==> config.mk <==
export PLATFORM = sky130hd
export DESIGN_NAME = rovp_top
export DESIGN_NICKNAME = d
export VERILOG_FILES = /design/src/verilog/rovp_pkg.sv /design/src/verilog/rovp_timer_if.sv /design/src/verilog/rovp_timer.sv /design/src/verilog/rovp_top.sv
export VERILOG_INCLUDE_DIRS = /design/src /design/src/verilog
export SDC_FILE = /design/constraint.sdc
export NUM_CORES = 1
export LEC_CHECK = 0
export BUFFER_PORTS_ARGS = -buffer_cell sky130_fd_sc_hd__buf_4
export CORE_MARGIN = 3
export CORE_UTILIZATION = 55
export CTS_CLUSTER_DIAMETER = 40
export CTS_CLUSTER_SIZE = 20
export DETAILED_ROUTE_END_ITERATION = 12
export PLACE_DENSITY = 0.84
export SLEW_MARGIN = 20
export SYNTH_ARGS = -nofsm -noshare
export SYNTH_HDL_FRONTEND = slang
export SYNTH_SLANG_ARGS = --single-unit
==> constraint.sdc <==
create_clock -name clk -period 3.4 [get_ports clk]
set_input_delay 0.68 -clock clk [delete_from_list [all_inputs] [get_ports clk]]
set_output_delay 0.68 -clock clk [all_outputs]
set_load 0.03 [all_outputs]
==> src/verilog/rovp_map.svh <==
`ifndef ROVP_MAP_SVH
`define ROVP_MAP_SVH

// Register offsets (byte addresses, one 32-bit word each)
`define ROVP_CTRL_OFS       8'h00
`define ROVP_THRESH_OFS     8'h04
`define ROVP_DELAY_OFS      8'h08
`define ROVP_STATUS_OFS     8'h0C
`define ROVP_IRQ_STAT_OFS   8'h10
`define ROVP_IRQ_MASK_OFS   8'h14

// Control field positions
`define ROVP_CTRL_OPER_BIT  0
`define ROVP_CTRL_SONLY_BIT 1

// Status field positions
`define ROVP_ST_START_BIT   0
`define ROVP_ST_TRIP_BIT    1
`define ROVP_ST_GSTART_BIT  2
`define ROVP_ST_GTRIP_BIT   3
`define ROVP_ST_BLOCK_BIT   4

// Interrupt event positions
`define ROVP_EV_START_BIT   0
`define ROVP_EV_TRIP_BIT    1
`define ROVP_EV_W           2

// Reset values and setting ranges
`define ROVP_OPER_RST       1'b1
`define ROVP_SONLY_RST      1'b0
`define ROVP_THRESH_RST     7'h1E
`define ROVP_THRESH_MIN     7'h02
`define ROVP_THRESH_MAX     7'h3C
`define ROVP_DELAY_RST      16'h0064
`define ROVP_DELAY_MIN      16'h0000
`define ROVP_DELAY_MAX      16'hEA60

// Timing: one millisecond of delay at the 40 ns clock
`define ROVP_MS_NS          1000000
`define ROVP_CLK_NS         40
`define ROVP_MS_CYC         (`ROVP_MS_NS / `ROVP_CLK_NS)

`endif

==> src/verilog/rovp_pkg.sv <==
package rovp_pkg;

  // Delay sequencing, Gray coded along idle -> timing -> tripped
  typedef enum logic [1:0] {
    ROVP_IDLE    = 2'b00,
    ROVP_TIMING  = 2'b01,
    ROVP_TRIPPED = 2'b11
  } rovp_state_t;

  // Operation setting
  typedef enum logic {
    ROVP_OFF = 1'b0,
    ROVP_ON  = 1'b1
  } rovp_oper_t;

endpackage

==> src/verilog/rovp_timer_if.sv <==
`timescale 1ns/1ps
interface rovp_timer_if #(
  parameter int DLY_W = 16
);
  logic             run;
  logic [DLY_W-1:0] delay_ms;
  logic             expired;

  // Decision side drives run and delay, timer answers with expiry
  modport ctrl (output run, output delay_ms, input expired);
  modport tmr  (input run, input delay_ms, output expired);
endinterface

==> src/verilog/rovp_timer.sv <==
`timescale 1ns/1ps
module rovp_timer #(
  parameter int MS_CYC = 25000,
  parameter int DLY_W  = 16
) (
  // Clock and reset
  input wire logic   clk,
  input wire logic   reset_n,
  // Timer handshake
  rovp_timer_if.tmr  tif
);
  localparam int PRE_W = (MS_CYC > 1) ? $clog2(MS_CYC) : 1;
  localparam logic [PRE_W-1:0] PRE_LAST = PRE_W'(MS_CYC - 1);

  logic [PRE_W-1:0] pre_q, pre_d;
  logic [DLY_W-1:0] ms_q, ms_d;
  logic             exp_q, exp_d;

  initial begin
    if (MS_CYC < 1) $error("rovp_timer: MS_CYC must be at least 1");
  end

  // Millisecond prescaler and count; a dropped run clears everything
  always_comb begin
    pre_d = pre_q;
    ms_d  = ms_q;
    exp_d = 1'b0;
    if (!tif.run) begin
      pre_d = '0;
      ms_d  = '0;
    end else if (ms_q >= tif.delay_ms) begin
      exp_d = 1'b1;
    end else if (pre_q == PRE_LAST) begin
      pre_d = '0;
      ms_d  = ms_q + DLY_W'(1);
    end else begin
      pre_d = pre_q + PRE_W'(1);
    end
  end

  always_ff @(posedge clk or negedge reset_n) begin
    if (!reset_n) begin
      pre_q <= '0;
      ms_q  <= '0;
      exp_q <= 1'b0;
    end else begin
      pre_q <= pre_d;
      ms_q  <= ms_d;
      exp_q <= exp_d;
    end
  end

  assign tif.expired = exp_q;
endmodule

==> src/verilog/rovp_top.sv <==
// Implementation choices: the register addresses and the address-and-strobe port.
`timescale 1ns/1ps
`include "rovp_map.svh"

module rovp_top #(
  parameter int MAG_W  = 16,
  parameter int FRAC_W = 8,
  parameter int MS_CYC = `ROVP_MS_CYC
) (
  // Clock and reset
  input  wire logic             clk,
  input  wire logic             reset_n,
  // Measured residual voltage, percent of nominal in fixed point
  input  wire logic [MAG_W-1:0] residual_voltage_magnitude,
  input  wire logic             magnitude_valid,
  // User blocking logic
  input  wire logic             block_input,
  // Register port
  input  wire logic [7:0]       reg_addr,
  input  wire logic [31:0]      reg_wdata,
  input  wire logic             reg_wr,
  input  wire logic             reg_rd,
  output logic      [31:0]      reg_rdata_q,
  // Protection outputs
  output logic                  general_start_out_q,
  output logic                  general_trip_out_q,
  // Interrupt
  output logic                  irq_q
);
  localparam int DLY_W = 16;
  localparam int THR_W = 7;

  initial begin
    if (MAG_W < FRAC_W + THR_W) $error("rovp_top: MAG_W too narrow");
    if (MS_CYC < 1) $error("rovp_top: MS_CYC must be at least 1");
  end

  // Range check shared by the threshold and delay writes
  function automatic logic in_range(input logic [DLY_W-1:0] v,
                                    input logic [DLY_W-1:0] lo,
                                    input logic [DLY_W-1:0] hi);
    in_range = (v >= lo) && (v <= hi);
  endfunction

  // Settings
  rovp_pkg::rovp_oper_t   function_operation_setting_q;
  rovp_pkg::rovp_oper_t   function_operation_setting_d;
  logic                   start_only_select_q, start_only_select_d;
  logic [THR_W-1:0]       start_threshold_percent_q;
  logic [THR_W-1:0]       start_threshold_percent_d;
  logic [DLY_W-1:0]       trip_delay_ms_q, trip_delay_ms_d;
  logic [`ROVP_EV_W-1:0]  irq_stat_q, irq_stat_d;
  logic [`ROVP_EV_W-1:0]  irq_mask_q, irq_mask_d;
  logic [31:0]            rdata_d;
  logic                   irq_d;

  // Decision state
  rovp_pkg::rovp_state_t  state_q, state_d;
  logic                   over_q, over_d;
  logic                   internal_start_status_q;
  logic                   internal_start_status_d;
  logic                   internal_trip_status;
  logic                   gen_start_d, gen_trip_d;
  logic                   active;
  logic [MAG_W-1:0]       thr_scaled;
  logic [`ROVP_EV_W-1:0]  events;

  rovp_timer_if #(.DLY_W(DLY_W)) tif ();

  rovp_timer #(
    .MS_CYC (MS_CYC),
    .DLY_W  (DLY_W)
  ) u_timer (
    .clk     (clk),
    .reset_n (reset_n),
    .tif     (tif)
  );

  // Threshold in the magnitude's fixed-point scale
  assign thr_scaled = MAG_W'(start_threshold_percent_q) << FRAC_W;
  assign active = (function_operation_setting_q == rovp_pkg::ROVP_ON)
                  && !block_input;

  // Overvoltage comparison, held between magnitude updates
  always_comb begin
    over_d = over_q;
    if (magnitude_valid) begin
      over_d = residual_voltage_magnitude > thr_scaled;
    end
    internal_start_status_d = active && over_d;
  end

  always_ff @(posedge clk or negedge reset_n) begin
    if (!reset_n) begin
      over_q                  <= 1'b0;
      internal_start_status_q <= 1'b0;
    end else begin
      over_q                  <= over_d;
      internal_start_status_q <= internal_start_status_d;
    end
  end

  // Timer runs only while started, so a drop clears it
  assign tif.run      = internal_start_status_q;
  assign tif.delay_ms = trip_delay_ms_q;

  // Delay sequencing; delay is fixed, magnitude only gates the start
  always_comb begin
    state_d = state_q;
    case (state_q)
      rovp_pkg::ROVP_IDLE: begin
        if (internal_start_status_q) state_d = rovp_pkg::ROVP_TIMING;
      end
      rovp_pkg::ROVP_TIMING: begin
        if (!internal_start_status_q) begin
          state_d = rovp_pkg::ROVP_IDLE;
        end else if (tif.expired) begin
          state_d = rovp_pkg::ROVP_TRIPPED;
        end
      end
      rovp_pkg::ROVP_TRIPPED: begin
        if (!internal_start_status_q) state_d = rovp_pkg::ROVP_IDLE;
      end
      default: state_d = rovp_pkg::ROVP_IDLE;
    endcase
  end

  always_ff @(posedge clk or negedge reset_n) begin
    if (!reset_n) begin
      state_q <= rovp_pkg::ROVP_IDLE;
    end else begin
      state_q <= state_d;
    end
  end

  assign internal_trip_status = (state_q == rovp_pkg::ROVP_TRIPPED);

  // General outputs; start-only masks trip, not start
  always_comb begin
    gen_start_d = internal_start_status_q;
    gen_trip_d  = internal_trip_status && internal_start_status_q
                  && !start_only_select_q;
  end

  always_ff @(posedge clk or negedge reset_n) begin
    if (!reset_n) begin
      general_start_out_q <= 1'b0;
      general_trip_out_q  <= 1'b0;
    end else begin
      general_start_out_q <= gen_start_d;
      general_trip_out_q  <= gen_trip_d;
    end
  end

  // Rising general outputs are the interrupt events
  assign events[`ROVP_EV_START_BIT] = gen_start_d && !general_start_out_q;
  assign events[`ROVP_EV_TRIP_BIT]  = gen_trip_d && !general_trip_out_q;

  // Register file; out-of-range settings are ignored, not clamped,
  // so software can spot a rejected write by reading back
  always_comb begin
    function_operation_setting_d = function_operation_setting_q;
    start_only_select_d          = start_only_select_q;
    start_threshold_percent_d    = start_threshold_percent_q;
    trip_delay_ms_d              = trip_delay_ms_q;
    irq_mask_d                   = irq_mask_q;
    irq_stat_d                   = irq_stat_q;
    rdata_d                      = 32'h0000_0000;
    if (reg_wr) begin
      case (reg_addr)
        `ROVP_CTRL_OFS: begin
          function_operation_setting_d = rovp_pkg::rovp_oper_t'(
            reg_wdata[`ROVP_CTRL_OPER_BIT]);
          start_only_select_d = reg_wdata[`ROVP_CTRL_SONLY_BIT];
        end
        `ROVP_THRESH_OFS: begin
          if (reg_wdata[31:THR_W] == '0 &&
              in_range(DLY_W'(reg_wdata[THR_W-1:0]),
                       DLY_W'(`ROVP_THRESH_MIN),
                       DLY_W'(`ROVP_THRESH_MAX))) begin
            start_threshold_percent_d = reg_wdata[THR_W-1:0];
          end
        end
        `ROVP_DELAY_OFS: begin
          if (reg_wdata[31:DLY_W] == '0 &&
              in_range(reg_wdata[DLY_W-1:0], `ROVP_DELAY_MIN,
                       `ROVP_DELAY_MAX)) begin
            trip_delay_ms_d = reg_wdata[DLY_W-1:0];
          end
        end
        `ROVP_IRQ_STAT_OFS: begin
          irq_stat_d = irq_stat_q & ~reg_wdata[`ROVP_EV_W-1:0];
        end
        `ROVP_IRQ_MASK_OFS: begin
          irq_mask_d = reg_wdata[`ROVP_EV_W-1:0];
        end
        default: begin
        end
      endcase
    end
    // Set after clear so a same-cycle event is never lost
    irq_stat_d = irq_stat_d | events;
    if (reg_rd) begin
      case (reg_addr)
        `ROVP_CTRL_OFS: begin
          rdata_d[`ROVP_CTRL_OPER_BIT]  = function_operation_setting_q;
          rdata_d[`ROVP_CTRL_SONLY_BIT] = start_only_select_q;
        end
        `ROVP_THRESH_OFS: rdata_d[THR_W-1:0] = start_threshold_percent_q;
        `ROVP_DELAY_OFS:  rdata_d[DLY_W-1:0] = trip_delay_ms_q;
        `ROVP_STATUS_OFS: begin
          rdata_d[`ROVP_ST_START_BIT]  = internal_start_status_q;
          rdata_d[`ROVP_ST_TRIP_BIT]   = internal_trip_status;
          rdata_d[`ROVP_ST_GSTART_BIT] = general_start_out_q;
          rdata_d[`ROVP_ST_GTRIP_BIT]  = general_trip_out_q;
          rdata_d[`ROVP_ST_BLOCK_BIT]  = block_input;
        end
        `ROVP_IRQ_STAT_OFS: rdata_d[`ROVP_EV_W-1:0] = irq_stat_q;
        `ROVP_IRQ_MASK_OFS: rdata_d[`ROVP_EV_W-1:0] = irq_mask_q;
        default: rdata_d = 32'h0000_0000;
      endcase
    end
    irq_d = |(irq_stat_d & irq_mask_d);
  end

  always_ff @(posedge clk or negedge reset_n) begin
    if (!reset_n) begin
      function_operation_setting_q <= rovp_pkg::rovp_oper_t'(`ROVP_OPER_RST);
      start_only_select_q          <= `ROVP_SONLY_RST;
      start_threshold_percent_q    <= `ROVP_THRESH_RST;
      trip_delay_ms_q              <= `ROVP_DELAY_RST;
      irq_stat_q                   <= '0;
      irq_mask_q                   <= '0;
      reg_rdata_q                  <= 32'h0000_0000;
      irq_q                        <= 1'b0;
    end else begin
      function_operation_setting_q <= function_operation_setting_d;
      start_only_select_q          <= start_only_select_d;
      start_threshold_percent_q    <= start_threshold_percent_d;
      trip_delay_ms_q              <= trip_delay_ms_d;
      irq_stat_q                   <= irq_stat_d;
      irq_mask_q                   <= irq_mask_d;
      reg_rdata_q                  <= rdata_d;
      irq_q                        <= irq_d;
    end
  end
endmodule

==> results of run 1 <==
[worst paths after layout]
kind | start | end | cells past startpoint
hold reg to reg | over_q | over_q | 2
setup / recovery | u_timer.ms_q[0] | u_timer.pre_q[8] | 7
hold / removal | reset_n | reg_rdata_q[5] | 1
setup reg to reg | u_timer.ms_q[0] | u_timer.pre_q[8] | 7
min in group clk | over_q | over_q | 2
max in group asynchronous | reset_n | irq_stat_q[1] | 1
[through the flow]
| step | std cells | hold slack [ns] | power [mW] | utilization |
|---|---|---|---|---|
| after global routing | 699 | 0.4051 | 1.959 | 0.6646 |
| after CTS | 699 | 0.4980 | 1.906 | 0.6642 |
| after detailed placement | 683 | 0.4773 | 1.188 | 0.6416 |
| after global placement | 683 | 0.4687 | 1.183 | 0.6416 |
| after floorplan | 528 | 0.3844 | 1.105 | - |
| final | 699 | 0.3210 | 1.898 | 0.6646 |
[cell type report]
type / instances / share of cell area
Clock inverter: 7 / 0.01267
Multi-Input combinational cell: 372 / 0.4462
Tap cell: 108 / 0.02320
Sequential cell: 84 / 0.3626
Inverter: 31 / 0.01998
Clock buffer: 9 / 0.02127
Timing Repair Buffer: 88 / 0.1141
[sequential cells by signal (all words and copies together), names as in the netlist]
register	flops
function_operation_setting_q	1
gen_start_d	1
general_start_out_q	1
general_trip_out_q	1
irq_mask_q	2
irq_q	1
irq_stat_q	2
over_q	1
reg_rdata_q	16
start_only_select_q	1
start_threshold_percent_q	7
state_q	2
tif.delay_ms	16
u_timer.ms_q	16
u_timer.pre_q	15
u_timer.tif.expired	1
[cells by family (layout without fill, tap and decap cells)]
| family | count (synthesis) | in the layout |
|---|---|---|
| AO/OA/AOI/OAI | 66 | 66 |
| adder cells (fa/ha/maj) | 25 | 25 |
| buffers and inverters | 72 | 135 |
| flip-flops | 84 | 84 |
| multiplexers | 48 | 48 |
| other | 1 | 16 |
| AND/OR/NAND/NOR | 217 | 217 |
[synth_stat cells, types with 3 or more instances]
cell	count	share of area
sky130_fd_sc_hd__and2_1	12	0.015
sky130_fd_sc_hd__mux2_2	28	0.063
sky130_fd_sc_hd__nand4_1	17	0.021
sky130_fd_sc_hd__nand2b_1	19	0.024
sky130_fd_sc_hd__ha_1	25	0.063
sky130_fd_sc_hd__nand4b_1	5	0.0088
sky130_fd_sc_hd__o32ai_1	4	0.0070
sky130_fd_sc_hd__a21oi_1	12	0.012
sky130_fd_sc_hd__nand3_1	14	0.014
sky130_fd_sc_hd__nor2b_1	6	0.0075
sky130_fd_sc_hd__o22ai_1	7	0.0088
sky130_fd_sc_hd__nor4_1	30	0.038
sky130_fd_sc_hd__nor2_1	18	0.014
sky130_fd_sc_hd__inv_1	31	0.023
sky130_fd_sc_hd__mux2i_1	20	0.040
sky130_fd_sc_hd__dfrtp_1	76	0.38
sky130_fd_sc_hd__a211o_1	3	0.0053
sky130_fd_sc_hd__nand3b_1	4	0.0060
sky130_fd_sc_hd__dfstp_2	8	0.042
sky130_fd_sc_hd__a31oi_1	4	0.0050
sky130_fd_sc_hd__o21a_1	3	0.0045
sky130_fd_sc_hd__nor3_1	7	0.0070
sky130_fd_sc_hd__buf_1	4	0.0030
sky130_fd_sc_hd__o31ai_1	3	0.0045
sky130_fd_sc_hd__a22oi_1	7	0.011
sky130_fd_sc_hd__and3_1	6	0.0075
sky130_fd_sc_hd__buf_2	5	0.0050
sky130_fd_sc_hd__or4_1	6	0.0090
sky130_fd_sc_hd__o21ai_0	7	0.0070
sky130_fd_sc_hd__nand2_1	55	0.041
sky130_fd_sc_hd__clkbuf_1	15	0.011
sky130_fd_sc_hd__buf_4	17	0.026
sky130_fd_sc_hd__and4_1	5	0.0088
[where the power goes]
part / total [mW] / switching (mW) / leakage, nW / internal [mW]
clock network: 0.729 / 0.384 / 0.100 / 0.345
registers: 1.01 / 0.00323 / 1.13 / 1.01
logic: 0.161 / 0.0925 / 1.33 / 0.0681
[routing by layer]
layer | up-vias | GRT usage | share of wire
li1 | 1991 | - | -
met1 | 2119 | 0.3226 | 0.41
met2 | 159 | 0.4321 | 0.52
met3 | 23 | 0.05579 | 0.059
met4 | 0 | 0.05317 | 0.013
met5 | - | 0 | 0
[worst register-to-register path, stage by stage (launching register included)]
cell and delay [ns]:
sky130_fd_sc_hd__dfrtp_1 0.42, sky130_fd_sc_hd__inv_1 0.09, sky130_fd_sc_hd__ha_1 0.26, sky130_fd_sc_hd__nand2b_1 0.14, sky130_fd_sc_hd__a2111o_1 0.42, sky130_fd_sc_hd__and4_1 0.20, sky130_fd_sc_hd__or4_1 0.71, sky130_fd_sc_hd__o32ai_1 0.36
[cells in the final DEF (no fill, tap or decap), types with 12 or more instances in the layout]
cell                       instances
sky130_fd_sc_hd__mux2_2           28
sky130_fd_sc_hd__nor4_1           30
sky130_fd_sc_hd__conb_1           16
sky130_fd_sc_hd__inv_1            31
sky130_fd_sc_hd__nand2_1          55
sky130_fd_sc_hd__mux2i_1          20
sky130_fd_sc_hd__ha_1             25
sky130_fd_sc_hd__buf_4            87
sky130_fd_sc_hd__and2_1           12
sky130_fd_sc_hd__dfrtp_1          76
sky130_fd_sc_hd__nand3_1          14
sky130_fd_sc_hd__nand4_1          17
sky130_fd_sc_hd__nand2b_1         19
sky130_fd_sc_hd__nor2_1           18
sky130_fd_sc_hd__a21oi_1          12
==> results.md, run 1 <==
Finish:
- In the final layout, the share of cells above drive strength 1 is 0.2470.
- The number of antenna cells inserted is 0.
- After routing the design area is around 5800 µm².
- The area of the multi-input gates is 2599 µm².
- The net count of the finished layout is 673.
- Compared with the post-synthesis result, the final layout area differs by 16.61%.
- The layout has 667 filler cells.
- Across the whole layout, storage elements account for about 2100 µm².

Timing:
- The share of the clock period used by the worst path is 0.7876.
- Static timing analysis puts the maximum clock frequency at 373.4 MHz.
- The worst path needs 2.678 ns of the cycle, external delays included.
- The transition time at the pin with the least slew margin is 0.8965 ns.
- The count of final hold-check violations is 0.
- In the final timing run, aggregate negative setup slack is 0 ns.
- Measured against its own limit, the worst slew margin works out to 0.3968.
- Setup repair after global routing left no endpoint under its margin.
- The total setup violations reported at the end of the flow is 0.
- The clock arrives with ~0.014 ns of skew.
- The count of final max-slew check failures is 0.
- The final worst-path setup slack is 0.7222 ns.

Detailed routing:
- After the first detailed-routing iteration, the DRC count stood at 329.
- The sum of routed wire length over all layers is 12400 µm.
- The number of DRC violations after detailed routing is 0.
- The average via count per standard cell is between 6 and 7.
- The detailed router placed 4292 vias in this run.
- The final antenna-violating net count is 0.
- The first detailed-routing pass ran for 5 iterations.
- The per-cell routed wire length is 17.74 µm.

Die:
- After floorplanning, the core was divided into 34 placement rows.
- The core region area is between 8000 and 9000 µm².
- The count of boundary I/O pins is between 90 and 100.
- The die outline area is 10260 µm².
- The die width is 101.3 µm.
- The overall die height is 101.3 µm.
- The initial utilization of the core area, before any placement, comes to 0.5700.

Setup path:
- Data on the critical path arrives at its endpoint at 2.93 ns.
- Traced cell by cell, the critical path runs through inv_1, ha_1, nand2b_1, a2111o_1, and4_1, or4_1, o32ai_1.
- STA classifies the critical path endpoint as a register.
- The setup slack of the most critical reg-to-reg path is around 0.72 ns.
- The maximum fanout encountered on the critical timing path is 9.
- The largest stage delay on the critical path is 0.71 ns.
- At the worst endpoint, the required time is about 3.7 ns.
- The buffering stage count on the worst path with inverters included is 1.
- The category of the worst setup path launch point is a register.
- The kind of cell with the highest combined delay along the critical path is simple AND/OR/NAND/NOR gates.
- The critical path is of the reg2reg type.
- The slowest cell on the critical path is sky130_fd_sc_hd__or4_1.

CTS:
- The number of buffers created by CTS is 9.
- After clock tree synthesis, the flow added hold-fix buffers numbering 0.
- The maximum level of the CTS H-tree is 3.
- The CTS tree is yes.
- CTS placed an instance of sky130_fd_sc_hd__clkbuf_8 at the clock tree root.
- The post-cts repair resize count is 0.
- The clock sink count is 84.
- The post-CTS repair timing setup buffer count is 0.
- After clock tree synthesis, the clock-pin slew on the worst setup and hold paths is 0.09 ns.
- In this run the deepest clock path goes through 2 buffers.
- The later pin in the worst-skew pair is clocked with a latency of between 0.3 and 0.4 ns.

Yosys:
- The number of enable-type register cells in the synthesized netlist is 0.
- The multiplexer area fraction after synthesis is 0.1032.
- Yosys printed 0 warnings.
- The count of different cell masters after synthesis is between 50 and 60.
- The complex-gate fraction of the synthesized area is 0.09319.
- Synthesis inferred between 80 and 90 register bits.
- After synthesis, the largest family of logic cells by area is simple AND/OR/NAND/NOR gates.
- The cell area that synthesis handed to floorplanning was 4995 µm².
- Among all flip-flop cells after synthesis, the most frequent one is sky130_fd_sc_hd__dfrtp_1.
- Synthesis handed over a netlist of 513 instances.
- Of the total synthesized cell area, the portion taken by full adders, half adders and majority gates is 0.06263.
- After synthesis, the share of flip-flops with an asynchronous set or reset is 1.000.
- Of the total synthesized cell area, the portion taken by XOR and XNOR cells is 0.
- In this run the mean area of a mapped cell was 9.736 µm².
- Of the total synthesized cell area, the portion taken by AND, OR, NAND and NOR gates is 0.2492.
- The share of synthesized area occupied by flip-flops and latches is 0.4228.

GRT:
- The initial antenna violation count is 0.
- The global-route total usage across every layer is 0.2499.
- The largest net degree at the start of global routing is 85.
- The first global-routing pass estimated 20530 µm of wire.
- The total congestion overflow is 0.
- The number of global-route vias before repair is 4165.

Place:
- After detailed placement, the total cell area comes to 5623 µm².
- Once detailed placement completed, the half-perimeter wirelength came to 9114 µm.
- OpenSTA, run right after detailed placement, puts the worst setup slack at just under 0.6 ns.
- The final weighted congestion in routability-driven placement is 0.8551.
- The count of buffers added on input and output ports is 80.

Power and ir drop:
- The worst-case IR drop observed on VDD is between 0.4 and 0.5 mV.
- The power per cell area is 325.9 nW/µm².
- The leakage power of the design is between 2 and 3 nW.

Run status:
- The flow ran to the end, and the final reports show no timing, DRC or antenna violations.

Worst hold path:
- The min-delay analysis places its worst path in the category in2async.

Run:
- The total of max-cap violations is 0.
Power figures use the tool's default switching activity.
==> run 2: changes to the inputs <==
--- a/config.mk
+++ b/config.mk
@@ -8,11 +8,11 @@
 export LEC_CHECK = 0
 export BUFFER_PORTS_ARGS = -buffer_cell sky130_fd_sc_hd__buf_4
 export CORE_MARGIN = 3
-export CORE_UTILIZATION = 55
+export CORE_UTILIZATION = 51
 export CTS_CLUSTER_DIAMETER = 40
 export CTS_CLUSTER_SIZE = 20
 export DETAILED_ROUTE_END_ITERATION = 12
-export PLACE_DENSITY = 0.84
+export PLACE_DENSITY = 0.82
 export SLEW_MARGIN = 20
 export SYNTH_ARGS = -nofsm -noshare
 export SYNTH_HDL_FRONTEND = slang
==> constraint.sdc (replaced) <==
create_clock -name clk -period 2.41 [get_ports clk]
set_input_delay 0.482 -clock clk [delete_from_list [all_inputs] [get_ports clk]]
set_output_delay 0.482 -clock clk [all_outputs]
set_load 0.03 [all_outputs]
==> run 2 against run 1 <==
Compared with the run above: wire length rose by 4.6%; non-clock buffer count is 18 higher; largest cell class unchanged; combinational power increased by 45%; setup slack got worse by 0.66 ns; final area is 4.2% higher; clock power increased by 43%; power rose by 42%; highest routed layer unchanged; global-route usage fell by 1.1 points.
==> results.md, run 2 (synthesized netlist as in run 1, its figures left out) <==
Finish:
- The total number of nets in the final design is 691 (+2.7%).
- The footprint of the flip-flops and latches is 2112 µm² (unchanged).
- The post-route cell area is 6068 µm² (+4.2%).
- The layout overhead on the synthesized area is 21.49%.
- The number of antenna cells inserted is 0 (unchanged).
- In the layout the commonest cells are 105 x sky130_fd_sc_hd__buf_4, 76 x sky130_fd_sc_hd__dfrtp_1, 55 x sky130_fd_sc_hd__nand2_1.
- The number of non-filler instances in the completed layout is 738 (+5.6%).
- The area of the multi-input gates was 2673 µm² (+2.8%).
- The share of final-layout standard cells stronger than drive strength 1 is 0.2874 (+0.04032).
- The number of fill cells is 778 (+17%).
- Leaving out fill and tap cells, the most frequent cell in the layout is sky130_fd_sc_hd__buf_4.
- The core utilization of the finished layout is 0.6475 (-0.01709).

CTS:
- The clock slew seen by the registers of the worst setup and hold paths is 0.10 ns (about the same).
- In this run the clock root is driven by a sky130_fd_sc_hd__clkbuf_8.
- The number of buffers created by CTS was 9 (unchanged).
- The number of buffers added to fix hold violations after cts was 0 (unchanged).
- The post-CTS repair timing setup buffer count came to 0 (unchanged).
- The maximum count of clock buffers along a single path is 2 (unchanged).
- The maximum level of the CTS H-tree is 3 (unchanged).
- TritonCTS built the clock tree.
- The clock sink count is 84 (unchanged).
- The clock network latency to the later pin of the worst-skew pair is 0.37 ns (about the same).

Detailed routing:
- The iteration count of the initial detailed-routing pass is 6 (+1).
- The average via count per standard cell came to 5.919 (-3.6%).
- The final antenna-violating net count is 0 (unchanged).
- The sum of routed wire length over all layers is 12980 µm (+4.6%).
- The per-cell routed wire length is 17.58 µm (-0.92%).
- The number of DRC violations after detailed routing is 0 (unchanged).
- The total number of vias was 4368 (+1.8%).
- The first-iteration detailed-routing DRC count is 238 (-28%).

Timing:
- The final hold slack is 0.1000 ns (-0.2210 ns).
- Setup repair after global routing could not meet its margin everywhere.
- The setup TNS is 0 ns (unchanged).
- The fmax came to 426.7 MHz (+14%).
- The final critical path time including I/O delays and setup is 2.344 ns (-0.3340 ns).
- The total setup violations reported at the end of the flow is 0 (unchanged).
- The count of final max-slew check failures is 0 (unchanged).
- The final worst-path setup slack is 0.06623 ns (-0.6560 ns).
- The relative slew slack is 0.5994 (+0.2026).
- The final worst clock skew was 0.01647 ns (+0.002066 ns).
- The share of the clock period used by the worst path came to 0.9725 (+0.1849).
- The count of final hold-check violations is 0 (unchanged).
- The transition time at the pin with the least slew margin is 0.6008 ns (-0.2956 ns).

Power and ir drop:
- The largest vdd supply drop was 0.3157 mV (-21%).
- The leakage power of the design is 2.671 nW (+4.3%).
- The sum of internal, switching and leakage power is 2.695 mW (+42%).
- The power per cell area came to 444.1 nW/µm² (+36%).

Setup path:
- The required time reported for the critical path endpoint is 2.69 ns (-0.96 ns).
- The depth of the worst register-to-register path is 7 (unchanged).
- The worst setup path is captured at a register.
- The largest stage delay on the critical path was 0.41 ns (-0.30 ns).
- The maximum fanout encountered on the critical timing path was 13 (+4).
- The arrival time reported for the critical path endpoint was 2.63 ns (-0.30 ns).
- The worst setup path category is reg2reg.
- The critical path ends at u_timer.ms_q[8].
- The category of the worst setup path launch point is a register.
- The critical path startpoint is tif.delay_ms[0].
- In this run the critical register-to-register path is launched from tif.delay_ms[0].
- The endpoint identified for the worst register-to-register timing path is u_timer.ms_q[8].
- The setup slack of the most critical reg-to-reg path was 0.07 ns (-0.66 ns).
- Traced cell by cell, the critical path runs through ha_1, nand2b_1, a2111o_1, and4_1, buf_4, nor4_2, mux2i_1.
- On the critical path, the stage with the largest delay is an instance of sky130_fd_sc_hd__dfrtp_1.

GRT:
- The initial antenna violation count is 0 (unchanged).
- The number of global-route vias before repair is 4433 (+6.4%).
- The largest net degree at the start of global routing is 54 (-36%).
- The total congestion overflow is 0 (unchanged).
- The global-route total usage across every layer is 0.2387 (-0.01119).
- The wire length of the first global-routing pass is 21360 µm (+4.0%).

Place:
- The post-placement cell count is 722 (+5.7%).
- The total placed instance area was 5822 µm² (+3.5%).
- The half-perimeter wire length of the detailed placement result is 9471 µm (+3.9%).
- The final weighted congestion in routability-driven placement is 0.8755 (+2.4%).
- The number of I/O port buffers was 80 (unchanged).
- The placement-stage worst setup slack was -0.01757 ns (-0.6138 ns).

Run:
- The total of max-cap violations was 0 (unchanged).

Run status:
- The run finished with clean final reports.

Worst hold path:
- The worst min-delay path category is in2async.

Die:
- The site row count was 35 (+2.9%).
- The die width is 105.0 µm (+3.6%).
- The core region area is 9371 µm² (+6.9%).
- The die outline area is 11020 µm² (+7.4%).
- The count of boundary I/O pins was 97 (unchanged).
- The starting density of the core came to 0.5330 (-0.03698).
- The overall die height is 105.0 µm (+3.6%).
-- run 2: cell types whose count changed in the layout (fill, tap and decap cells not counted), sizes merged --
cell    change
buf        +18
clkinv      +1
inv         -1
-- run 2: worst max-delay path: cells and delay by family, from the launching register on --
family          cells  cell delay [ns]
compound gates      1             0.37
fa+ha+maj           1             0.29
simple gates        3             0.70
mux                 1             0.27
buf+inv             1             0.20
flops               1             0.41
-- run 2: what timing repair did --
action | 4_1_cts | 5_1_grt
pin swaps | 0 | 3
endpoints found under the setup margin | 1 | 12
gates resized for setup | 1 | 7
-- run 2: worst min path at each step --
stage | cells past startpoint | endpoint
floorplan | 0 | gen_start_d
global placement | 2 | over_q
detailed placement | 2 | over_q
CTS | 1 | reg_rdata_q[5]
global route | 1 | reg_rdata_q[5]
finish | 1 | reg_rdata_q[6]
-- run 2: report_power, final --
group | internal [mW] | total (mW) | switching, mW
combinational | 0.0998 | 0.233 | 0.134
sequential | 1.42 | 1.42 | 0.00447
clock | 0.484 | 1.04 | 0.554
total | 2.00 | 2.70 | 0.692
-- run 2: metal layers --
metal  routed length, µm  GRT usage  up-vias
met4                 227    0.06842        0
met1                5198     0.3025     2151
met5                   0          0        -
met3                 869    0.04756       24
li1                    -          -     2022
met2                6678     0.4134      171
-- run 2: cell type report --
cell class              count  area share
multi-input cells         372      0.4404
flip-flops and latches     84      0.3480
repair buffers            106      0.1332
well taps                 129     0.02660
clock buffers               9     0.02041
inverters                  31     0.01918
clock inverters             7     0.01216
==> run 3: changes to the inputs <==
--- a/config.mk
+++ b/config.mk
@@ -7,7 +7,7 @@
 export NUM_CORES = 1
 export LEC_CHECK = 0
 export BUFFER_PORTS_ARGS = -buffer_cell sky130_fd_sc_hd__buf_4
-export CORE_MARGIN = 3
+export CORE_MARGIN = 2
 export CORE_UTILIZATION = 51
 export CTS_CLUSTER_DIAMETER = 40
 export CTS_CLUSTER_SIZE = 20
==> run 3 against run 2 <==
Compared with the run above: sequential cell count did not move; sequential share of layout area is 0.19 points lower; sequential power barely moved; wire length is 2.6% lower; critical path type unchanged.
==> results.md, run 3 (synthesized netlist as in run 1, its figures left out) <==
Finish:
- Leaving out fill and tap cells, the most frequent cell in the layout is sky130_fd_sc_hd__buf_4.
- The layout overhead on the synthesized area is 22.17%.
- In the layout the commonest cells are 106 x sky130_fd_sc_hd__buf_4, 76 x sky130_fd_sc_hd__dfrtp_1, 55 x sky130_fd_sc_hd__nand2_1.
- The total number of nets in the final design is 693 (+0.29%).
- The number of non-filler instances in the completed layout is 744 (+0.81%).
- The number of fill cells is 790 (+1.5%).
- The number of antenna cells inserted is 0 (unchanged).
- The share of final-layout standard cells stronger than drive strength 1 was 0.2881 (+0.0006961).

Place:
- The post-placement cell count is 726 (+0.55%).
- The final weighted congestion in routability-driven placement is 0.8592 (-1.9%).
- The placement-stage worst setup slack was -0.005408 ns (+0.01216 ns).
- The number of I/O port buffers is 80 (unchanged).
- The half-perimeter wire length of the detailed placement result was 9205 µm (-2.8%).

Timing:
- The transition time at the pin with the least slew margin is 0.7112 ns (+0.1103 ns).
- The final hold slack is 0.1483 ns (+0.04825 ns).
- The total setup violations reported at the end of the flow was 0 (unchanged).
- The final worst clock skew is 0.01955 ns (+0.003081 ns).
- The final critical path time including I/O delays and setup was 2.393 ns (+0.04948 ns).
- Setup repair after global routing could not meet its margin everywhere.
- The share of the clock period used by the worst path is 0.9930 (+0.02053).
- The count of final hold-check violations is 0 (unchanged).
- The setup TNS is 0 ns (unchanged).
- The relative slew slack is 0.5259 (-0.07356).
- The fmax is 417.8 MHz (-2.1%).
- The count of final max-slew check failures is 0 (unchanged).
- The final worst-path setup slack is 0.01675 ns (-0.04948 ns).

Power and ir drop:
- The net switching power was 725.0 µW (+4.7%).
- The share of power burned in registers is 0.517 (-0.011).
- The leakage power of the design is 2.687 nW (+0.61%).
- The total internal power is 2.025 mW (+1.1%).
- The relative contribution of combinational cells to total power is 0.084 (-0.003).
- The power per cell area is 450.7 nW/µm² (+1.5%).
- The clock share of power came to 0.398 (+0.013).
- The largest vdd supply drop is 0.3886 mV (+23%).
- The switching fraction of total power is 0.2636 (+0.006743).

Setup path:
- The required time reported for the critical path endpoint is 2.70 ns (about the same).
- The depth of the worst register-to-register path came to 7 (unchanged).
- The arrival time reported for the critical path endpoint came to 2.68 ns (+0.05 ns).
- The critical path is of the reg2reg type.
- The category of the worst setup path launch point is a register.
- The maximum fanout encountered on the critical timing path came to 15 (+2).
- STA classifies the critical path endpoint as a register.

Die:
- The die width is 103.0 µm (-1.9%).
- The starting density of the core was 0.5182 (-0.01480).
- The site row count was 36 (+2.9%).
- The count of boundary I/O pins was 97 (unchanged).
- The overall die height came to 103.0 µm (-1.9%).
- The die outline area is 10600 µm² (-3.8%).
- The core region area is 9639 µm² (+2.9%).

GRT:
- The total congestion overflow is 0 (unchanged).
- The largest net degree at the start of global routing is 58 (+7.4%).
- The initial antenna violation count is 0 (unchanged).
- The wire length of the first global-routing pass is 20630 µm (-3.4%).
- The number of global-route vias before repair is 4390 (-0.97%).
- The global-route total usage across every layer was 0.2476 (+0.008936).

Detailed routing:
- The final antenna-violating net count is 0 (unchanged).
- The total number of vias is 4434 (+1.5%).
- The average via count per standard cell was 5.960 (+0.69%).
- The per-cell routed wire length came to 16.98 µm (-3.4%).
- The number of DRC violations after detailed routing is 0 (unchanged).
- The iteration count of the initial detailed-routing pass is 5 (-1).
- The sum of routed wire length over all layers is 12640 µm (-2.6%).
- The first-iteration detailed-routing DRC count was 295 (+24%).

CTS:
- The clock network latency to the later pin of the worst-skew pair is 0.37 ns (about the same).
- The maximum count of clock buffers along a single path is 2 (unchanged).
- The CTS tree is yes.
- The maximum level of the CTS H-tree is 3 (unchanged).
- The number of buffers created by CTS is 9 (unchanged).
- The number of buffers added to fix hold violations after cts was 0 (unchanged).
- In this run the clock root is driven by a sky130_fd_sc_hd__clkbuf_8.
- The clock sink count is 84 (unchanged).
- The clock slew seen by the registers of the worst setup and hold paths is 0.11 ns (about the same).

Run status:
- The flow ran to the end, and the final reports show no timing, DRC or antenna violations.

Run:
- The total of max-cap violations is 0 (unchanged).

Worst hold path:
- In this run the worst hold path is classified as in2async.
run 3: cell count changes in the layout (fill, tap and decap cells not counted), sizes merged:
cell,change
buf,+1
inv,+1
clkinv,-1
or4,+1
run 3: through the flow:
step,utilization,total power [mW],area [µm²]
finish,0.6330,2.750,6102
global route,0.6330,2.848,6102
CTS,0.6271,2.764,6045
detailed placement,0.6045,1.682,5827
global placement,0.6045,1.674,5827
floorplan,-,1.560,5089
run 3: worst max-delay path, stage by stage (launching register included):
cell	delay, ns
sky130_fd_sc_hd__dfrtp_1	0.43
sky130_fd_sc_hd__ha_1	0.30
sky130_fd_sc_hd__nand2b_1	0.15
sky130_fd_sc_hd__a2111o_1	0.38
sky130_fd_sc_hd__and4_1	0.24
sky130_fd_sc_hd__buf_4	0.21
sky130_fd_sc_hd__or4_1	0.47
sky130_fd_sc_hd__a21oi_1	0.15
run 3: cell type report:
| type | instances | area (µm²) | share of cell area |
|---|---|---|---|
| Clock buffer | 9 | 123.9 | 0.02030 |
| Clock inverter | 7 | 93.84 | 0.01538 |
| Inverter | 31 | 116.4 | 0.01907 |
| Multi-Input combinational cell | 373 | 2674 | 0.4382 |
| Sequential cell | 84 | 2112 | 0.3461 |
| Tap cell | 133 | 166.4 | 0.02727 |
| Timing Repair Buffer | 107 | 815.8 | 0.1337 |
run 3: what timing repair did:
item,CTS,global route
setup endpoints to repair,0,18
gates resized for setup,0,8
hold endpoints to repair,0,0
buffers inserted,0,1
run 3: path summary, 6_finish.rpt:
kind,endpoint,startpoint,slack [ns]
setup / recovery,u_timer.ms_q[5],tif.delay_ms[0],0.02
hold / removal,reg_rdata_q[8],reset_n,0.15
setup reg to reg,u_timer.ms_q[5],tif.delay_ms[0],0.02
hold reg to reg,over_q,over_q,0.50
max in group asynchronous,tif.delay_ms[15],reset_n,1.55
min in group clk,tif.delay_ms[7],reg_wdata[7],0.37
run 3: power groups by stage:
stage	sequential, mW	clock, mW	combinational, mW
2_1_floorplan	1.45	0	0.106
3_3_place_gp	1.45	0	0.224
3_5_place_dp	1.45	0	0.231
4_1_cts	1.42	1.11	0.232
5_1_grt	1.42	1.17	0.253
6_report	1.42	1.10	0.231
run 3: metal layers:
metal / track usage / part of all wire / vias up
li1: - / - / 2031
met1: 0.3151 / 0.41 / 2173
met2: 0.4221 / 0.51 / 193
met3: 0.03661 / 0.055 / 37
met4: 0.1043 / 0.027 / 0
met5: 0 / 0 / -
